===== src/osf_defines.svh =====
// Constants for the oversampling averaging filter.
`ifndef OSF_DEFINES_SVH
`define OSF_DEFINES_SVH
`define OSF_SEL_NONE 3'h0
`define OSF_SEL_MAX 3'h6
`define OSF_SEL_BAD 3'h7
`define OSF_CHANNELS 6
`define OSF_SAMPLE_BITS 16
`define OSF_MAX_LOG2 6
`define OSF_STROBE_NS 4000
`define OSF_CLOCK_MHZ 250
`define OSF_STROBE_CYCLES ((`OSF_STROBE_NS * `OSF_CLOCK_MHZ) / 1000)
`endif


===== src/osf_pkg.sv =====
// Types for the oversampling averaging filter.
package osf_pkg;
   typedef enum logic [1:0] {
      OSF_IDLE,
      OSF_REQ,
      OSF_WAIT,
      OSF_DONE
   } osf_state_t;
endpackage


===== src/osf_accum_mem.sv =====
// Per-channel accumulator store with registered read data.
`timescale 1ns/1ns
`default_nettype none
module osf_accum_mem #(
   parameter int DEPTH = 6,
   parameter int WIDTH = 22
) (
   // Clock.
   input wire logic i_clock,
   // Write port.
   input wire logic i_we,
   input wire logic [$clog2(DEPTH)-1:0] i_waddr,
   input wire logic [WIDTH-1:0] i_wdata,
   // Read port.
   input wire logic [$clog2(DEPTH)-1:0] i_raddr,
   output logic [WIDTH-1:0] o_rdata
);
   logic [WIDTH-1:0] mem [DEPTH];
   logic [WIDTH-1:0] rdata_nxt;

   if (DEPTH < 2 || WIDTH < 1) begin : g_bad_params
      $error("osf_accum_mem: unsupported parameter values.");
   end

   always_comb begin
      rdata_nxt = mem[i_raddr];
   end

   always_ff @(posedge i_clock) begin
      if (i_we) begin
         mem[i_waddr] <= i_wdata;
      end
      o_rdata <= rdata_nxt;
   end
endmodule
`default_nettype wire


===== src/osf_filter.sv =====
// Oversampling averaging and decimation filter for a six-channel converter.
//
// Behaviour
// - Three-bit select: 000 no averaging, 001-110 ratio 2 to 64, 111 invalid.
// - First sample of each set is taken on the conversion-start rising edge.
// - Later samples of the set are taken on an internal sampling strobe.
// - All samples of a channel within one conversion are averaged together.
// - Exactly one 16-bit word per channel comes out per conversion.
`timescale 1ns/1ns
`default_nettype none
`include "osf_defines.svh"
module osf_filter #(
   parameter int CHANNELS = `OSF_CHANNELS,
   parameter int SAMPLE_BITS = `OSF_SAMPLE_BITS,
   parameter int STROBE_CYCLES = `OSF_STROBE_CYCLES
) (
   // Clock and reset.
   input wire logic i_clock,
   input wire logic i_rst_b,
   // Strap and conversion-start pins.
   input wire logic [2:0] i_oversample_ratio_select,
   input wire logic i_conversion_start_group_a,
   input wire logic i_conversion_start_group_b,
   // Converter core.
   input wire logic i_sample_valid,
   input wire logic [$clog2(CHANNELS)-1:0] i_sample_channel,
   input wire logic [SAMPLE_BITS-1:0] i_sample_data,
   output logic o_sample_request,
   // Decimated output.
   output logic o_result_valid,
   output logic [$clog2(CHANNELS)-1:0] o_result_channel,
   output logic [SAMPLE_BITS-1:0] o_result_data,
   output logic o_busy,
   output logic o_select_invalid
);
   localparam int CW = $clog2(CHANNELS);
   localparam int AW = SAMPLE_BITS + `OSF_MAX_LOG2;
   localparam int TW = $clog2(STROBE_CYCLES + 1);

   // A single channel would leave the channel fields with no bits.
   if (CHANNELS < 2 || SAMPLE_BITS < 2 || STROBE_CYCLES < 1) begin : g_bad_params
      $error("osf_filter: unsupported parameter values.");
   end

   // ----------------------------------------------------------------
   // Pin synchronisers and start edge detect.
   // ----------------------------------------------------------------
   logic [1:0] sa_r, sa_nxt, sb_r, sb_nxt;
   logic [2:0] sel_m_r, sel_m_nxt, sel_r, sel_nxt;
   logic start_prev_r, start_prev_nxt;
   logic start_level, start_rise;

   always_comb begin
      sa_nxt = {sa_r[0], i_conversion_start_group_a};
      sb_nxt = {sb_r[0], i_conversion_start_group_b};
      sel_m_nxt = i_oversample_ratio_select;
      sel_nxt = sel_m_r;
      start_level = sa_r[1] & sb_r[1];
      start_prev_nxt = start_level;
      start_rise = start_level & ~start_prev_r;
   end

   always_ff @(posedge i_clock) begin
      if (!i_rst_b) begin
         sa_r <= 2'h0;
         sb_r <= 2'h0;
         sel_m_r <= 3'h0;
         sel_r <= 3'h0;
         start_prev_r <= 1'b0;
      end else begin
         sa_r <= sa_nxt;
         sb_r <= sb_nxt;
         sel_m_r <= sel_m_nxt;
         sel_r <= sel_nxt;
         start_prev_r <= start_prev_nxt;
      end
   end

   // ----------------------------------------------------------------
   // Ratio decode.
   // ----------------------------------------------------------------
   // An invalid select is treated as no averaging so the block never hangs.
   function automatic logic [2:0] ratio_log2(input logic [2:0] sel);
      if (sel > `OSF_SEL_MAX) begin
         ratio_log2 = 3'h0;
      end else begin
         ratio_log2 = sel;
      end
   endfunction

   function automatic logic [AW-1:0] extend(input logic [SAMPLE_BITS-1:0] d);
      extend = {{`OSF_MAX_LOG2{d[SAMPLE_BITS-1]}}, d};
   endfunction

   // ----------------------------------------------------------------
   // Sequencer.
   // ----------------------------------------------------------------
   osf_pkg::osf_state_t state_r, state_nxt;
   logic [2:0] shift_r, shift_nxt;
   logic [6:0] left_r, left_nxt;
   logic [TW-1:0] timer_r, timer_nxt;
   logic [CW-1:0] seen_r, seen_nxt;
   logic req_r, req_nxt;
   logic first_r, first_nxt;
   logic last_set;
   logic set_done;

   assign set_done = i_sample_valid && (i_sample_channel == CW'(CHANNELS - 1));
   assign last_set = (left_r == 7'h01);

   always_comb begin
      state_nxt = state_r;
      shift_nxt = shift_r;
      left_nxt = left_r;
      timer_nxt = timer_r;
      seen_nxt = seen_r;
      req_nxt = 1'b0;
      first_nxt = first_r;
      unique case (state_r)
         osf_pkg::OSF_IDLE: begin
            if (start_rise) begin
               shift_nxt = ratio_log2(sel_r);
               left_nxt = 7'h01 << ratio_log2(sel_r);
               first_nxt = 1'b1;
               req_nxt = 1'b1;
               state_nxt = osf_pkg::OSF_REQ;
            end
         end
         osf_pkg::OSF_REQ: begin
            if (set_done) begin
               first_nxt = 1'b0;
               left_nxt = left_r - 7'h01;
               timer_nxt = TW'(STROBE_CYCLES - 1);
               state_nxt = last_set ? osf_pkg::OSF_DONE : osf_pkg::OSF_WAIT;
            end
         end
         osf_pkg::OSF_WAIT: begin
            if (timer_r == '0) begin
               req_nxt = 1'b1;
               state_nxt = osf_pkg::OSF_REQ;
            end else begin
               timer_nxt = timer_r - TW'(1);
            end
         end
         osf_pkg::OSF_DONE: begin
            // Let the last result word drain before accepting a new start.
            if (seen_r == CW'(CHANNELS - 1)) begin
               seen_nxt = '0;
               state_nxt = osf_pkg::OSF_IDLE;
            end else begin
               seen_nxt = seen_r + CW'(1);
            end
         end
      endcase
   end

   always_ff @(posedge i_clock) begin
      if (!i_rst_b) begin
         state_r <= osf_pkg::OSF_IDLE;
         shift_r <= 3'h0;
         left_r <= 7'h00;
         timer_r <= '0;
         seen_r <= '0;
         req_r <= 1'b0;
         first_r <= 1'b0;
      end else begin
         state_r <= state_nxt;
         shift_r <= shift_nxt;
         left_r <= left_nxt;
         timer_r <= timer_nxt;
         seen_r <= seen_nxt;
         req_r <= req_nxt;
         first_r <= first_nxt;
      end
   end

   // ----------------------------------------------------------------
   // Accumulation and decimation.
   // ----------------------------------------------------------------
   // The accumulator read is one cycle late, so the incoming sample is
   // delayed a cycle to meet its running sum.
   logic acc_we_r, acc_we_nxt, first_d_r, first_d_nxt, last_d_r, last_d_nxt;
   logic [CW-1:0] ch_d_r, ch_d_nxt;
   logic [AW-1:0] smp_d_r, smp_d_nxt, acc_rd, sum;
   logic res_v_r, res_v_nxt;
   logic [CW-1:0] res_ch_r, res_ch_nxt;
   logic [SAMPLE_BITS-1:0] res_d_r, res_d_nxt;

   osf_accum_mem #(
      .DEPTH(CHANNELS),
      .WIDTH(AW)
   ) u_mem (
      .i_clock(i_clock),
      .i_we(acc_we_r),
      .i_waddr(ch_d_r),
      .i_wdata(sum),
      .i_raddr(i_sample_channel),
      .o_rdata(acc_rd)
   );

   always_comb begin
      acc_we_nxt = i_sample_valid && (state_r == osf_pkg::OSF_REQ);
      first_d_nxt = first_r;
      last_d_nxt = last_set;
      ch_d_nxt = i_sample_channel;
      smp_d_nxt = extend(i_sample_data);
      sum = first_d_r ? smp_d_r : acc_rd + smp_d_r;
      res_v_nxt = acc_we_r && last_d_r;
      res_ch_nxt = ch_d_r;
      res_d_nxt = res_d_r;
      if (acc_we_r && last_d_r) begin
         res_d_nxt = SAMPLE_BITS'($signed(sum) >>> shift_r);
      end
   end

   always_ff @(posedge i_clock) begin
      if (!i_rst_b) begin
         acc_we_r <= 1'b0;
         first_d_r <= 1'b0;
         last_d_r <= 1'b0;
         ch_d_r <= '0;
         smp_d_r <= '0;
         res_v_r <= 1'b0;
         res_ch_r <= '0;
         res_d_r <= '0;
      end else begin
         acc_we_r <= acc_we_nxt;
         first_d_r <= first_d_nxt;
         last_d_r <= last_d_nxt;
         ch_d_r <= ch_d_nxt;
         smp_d_r <= smp_d_nxt;
         res_v_r <= res_v_nxt;
         res_ch_r <= res_ch_nxt;
         res_d_r <= res_d_nxt;
      end
   end

   // ----------------------------------------------------------------
   // Outputs.
   // ----------------------------------------------------------------
   logic busy_r, busy_nxt, bad_r, bad_nxt;

   always_comb begin
      busy_nxt = (state_nxt != osf_pkg::OSF_IDLE);
      bad_nxt = (sel_r == `OSF_SEL_BAD);
   end

   always_ff @(posedge i_clock) begin
      if (!i_rst_b) begin
         busy_r <= 1'b0;
         bad_r <= 1'b0;
      end else begin
         busy_r <= busy_nxt;
         bad_r <= bad_nxt;
      end
   end

   assign o_sample_request = req_r;
   assign o_result_valid = res_v_r;
   assign o_result_channel = res_ch_r;
   assign o_result_data = res_d_r;
   assign o_busy = busy_r;
   assign o_select_invalid = bad_r;
endmodule
`default_nettype wire


===== config.mk =====
export PLATFORM = sky130hd
export DESIGN_NAME = osf_filter
export DESIGN_NICKNAME = d
export VERILOG_FILES = /design/src/osf_pkg.sv /design/src/osf_accum_mem.sv /design/src/osf_filter.sv
export VERILOG_INCLUDE_DIRS = /design/src
export SDC_FILE = /design/constraint.sdc
export NUM_CORES = 1
export LEC_CHECK = 0
export CORE_ASPECT_RATIO = 1.1
export CORE_UTILIZATION = 55
export CTS_BUF_LIST = sky130_fd_sc_hd__clkbuf_16
export DETAILED_ROUTE_END_ITERATION = 8
export DONT_BUFFER_PORTS = 1
export PLACE_DENSITY = 0.73
export SLEW_MARGIN = 10
export SYNTH_ARGS = -nofsm -noshare
export SYNTH_HDL_FRONTEND = slang
export SYNTH_SLANG_ARGS = --single-unit

===== constraint.sdc =====
create_clock -name i_clock -period 7.46 [get_ports i_clock]
set_input_delay 0.373 -clock i_clock [delete_from_list [all_inputs] [get_ports i_clock]]
set_output_delay 0.373 -clock i_clock [all_outputs]
set_load 0.05 [all_outputs]

==> reports/results.tsv <==
stage	metric	value	unit
routing	DRT iter0 DRCs	703	
layout	nets@finish	963	
floorplan	io pins	50	
synth	synth top area cells	edfxtp_1, dfxtp_1, mux4_2	
synth	Synth Cell Area	0.0105	mm²
setup_path	Req. time, crit path	7.90	ns
setup_path	Crit Path Category	register to register	
synth	Synth Instances	903	
flow_run	number of max-cap violations	0	
routing	Routed WL	24800	µm
placed_design	port bufs	0	
power	Lkg Pwr	4.27	nW
synth	Post-synth EDFFs	132	
placed_design	placed instance count	1101	
min_path	Hold WC Path Type	input pin to register	
outcome	status	complete, no violations	
clock_network	CTS resizes	0	
sta	RSZ-0062 raised after global routing	no	
routing	DRT met1 WL	10100	µm
floorplan	core area	0.0186	mm²
routing	met3 WL post-DR	2140	µm
sta	setup violators final	0	
power	Peak supply drop	201	µV
synth	area leader, netlist	edfxtp_1	
sta	Final Max Tran Viols	0	
sta	final period demand of the worst path	3.39	ns
floorplan	chip height	147	µm
clock_network	Worst-path clk slew	0.06	ns
floorplan	die width	134	µm
routing	Vias per Instance	6.18	
layout	Non-Filler Instances	1173	
setup_path	worst-path fanout max	8	
grt	initial antenna violation count	1	
synth	Most used DFF post-synth	edfxtp_1	
synth	Seq cells post-synth	236	
routing	post-route ant nets	0	
power	Internal Power	2.20	mW
layout	share of layout cells above drive strength 1	9.78	%
sta	slew margin rel.	17.3	%
power	Total Power	2.91	mW
sta	Slew @ Worst Pin	1.23	ns
routing	met2 routed WL	12000	µm
synth	Ys Warns	0	
clock_network	post-CTS setup buffers	0	
sta	post-route setup TNS	0	ns
sta	Final period util	45.4	%
setup_path	Worst Setup End Kind	register	
sta	final hold vios	0	
floorplan	die area	0.0197	mm²
routing	DRC viols	0	
synth	syn_nets	955	
floorplan	Initial Utilization	56.7	%
power	pwr dens	248	mW/mm²
floorplan	row cnt	52	
grt	first-pass GRT wire length	39400	µm
setup_path	Worst Path Arrival	3.82	ns
grt	largest net degree at the start of global routing	47	
grt	Overflow after GRT	0	
routing	drt first pass iters	6	
placed_design	routability cong.	0.885	
synth	Yosys top cell area share	37.6	%
clock_network	CTS Buffer Depth	3	
grt	gr usage total	26.1	%
clock_network	htree depth	1	
routing	routed vias	7246	
clock_network	# clock sinks	236	
synth	register area share after synthesis	57.3	%
clock_network	TritonCTS clock tree	yes	
power	Switching Share	24.4	%
routing	drt wl/cell	21.1	µm
setup_path	startpoint types	register	
routing	DR top layer	met4	
placed_design	Post-DP HPWL	14900	µm
power	sequential share of power	49.5	%
grt	number of global-route vias before repair	7247	
clock_network	CTS root buf	clkbuf_16	
power	NetSw	711	µW
layout	Area Overhead vs Synth	11.6	%
sta	maximum clock rate	295	MHz
synth	average size of a mapped cell	11.7	µm²
power	Combinational Power Share	11.3	%
synth	Synth cell types	70	
clock_network	later-pin clock latency in the skew report	0.53	ns
clock_network	hold buffers post-CTS	26	
clock_network	Num CTS Buffers	25	
sta	Setup Skew	0.0261	ns
synth	post-synthesis async set-or-reset flop share	0	%
power	clock power share	39.1	%
layout	# diodes	0	
-- logic make-up after synthesis --
| logic type | after synthesis | synth area share (%) |
|---|---|---|
| AOI/OAI and AO/OA | 205 | 12.4 |
| xor gates and xnor gates | 17 | 1.41 |
| adders and majority gates | 25 | 3.04 |
| buffers and inverters | 73 | 2.61 |
| DFF | 236 | 57.3 |
| muxes | 69 | 10.2 |
| and+or+nand+nor | 278 | 13.0 |
-- per-layer routing --
metal | GRT usage [%] | up-vias
met4 | 8.43 | 0
met2 | 43.0 | 273
met5 | 0 | -
met1 | 34.4 | 3548
met3 | 5.62 | 33
li1 | - | 3392
-- synth_stat cells (22+ instances only) --
master / n
clkbuf_1: 41
and2_1: 38
nand3_1: 28
a21oi_1: 75
mux4_2: 29
ha_1: 24
mux2i_1: 34
nand2_1: 66
edfxtp_1: 132
nor2_1: 72
inv_1: 22
dfxtp_1: 104
o21ai_0: 41
-- critical path, cell delays in order (launching register included) --
cell,delay (ns)
dfxtp_1,0.33
ha_1,0.22
inv_1,0.07
fa_1,0.39
nor2b_1,0.22
o31a_1,0.21
nand2b_1,0.14
xnor2_1,0.09
o21ai_0,0.86
mux4_2,0.44
nor2_1,0.05
o31ai_1,0.26
-- metrics by stage --
stage          hold WS [ns]  setup WS [ns]  cell area (µm²)  util, %
3_5_place_dp          0.422           4.17            10700     57.7
3_3_place_gp          0.414           4.29            10700     57.7
4_1_cts            0.000363           4.11            11800     63.2
6_report            0.00853           4.07            11800     63.3
2_1_floorplan         0.412           4.69            10500        -
5_1_grt             0.00260           3.82            11800     63.3
-- final timing paths --
check,startpoint,endpoint,slack (ns),depth (start not counted)
max reg2reg,smp_d_r[0],o_result_data[1],4.07,11
max,smp_d_r[0],o_result_data[1],4.07,11
min reg2reg,sel_m_r[0],sel_r[0],0.43,1
min,i_sample_data[4],smp_d_r[4],0.009,1
-- sequential cells by signal, summed over array words and instances, names as in the netlist, 7 cells and up --
name and flops:
left_r 7, o_result_data 16, smp_d_r 16, timer_r 10, u_mem.mem 132, u_mem.o_rdata 22
-- final cells by class --
| cell class | count | area, µm² |
|---|---|---|
| clock inverter | 21 | 128 |
| inverter | 25 | 93.8 |
| multi-input combinational | 594 | 4270 |
| timing repair buffer | 29 | 303 |
| fill | 1468 | 6840 |
| clock buffer | 25 | 626 |
| sequential | 236 | 6050 |
| tap | 243 | 304 |
-- power by group through the flow --
stage                     clock network (mW)  registers [mW]  logic (mW)
after detailed placement                   0            1.47       0.301
after floorplan                            0            1.46       0.242
after CTS                               1.15            1.44       0.324
final                                   1.14            1.44       0.330
after global routing                    1.21            1.44       0.359
after global placement                     0            1.47       0.295
-- cells in the final DEF (no fill, tap or decap), types with 25 or more instances in the layout --
master,synthesis,layout
nor2_1,72,68
inv_1,22,27
nand2_1,66,66
and2_1,38,38
edfxtp_1,132,132
mux4_2,29,29
dfxtp_1,104,104
nand3_1,28,28
clkbuf_16,0,25
o21ai_0,41,41
a21oi_1,75,75
mux2i_1,34,34
Note: power is estimated with default switching activity, not from simulation.
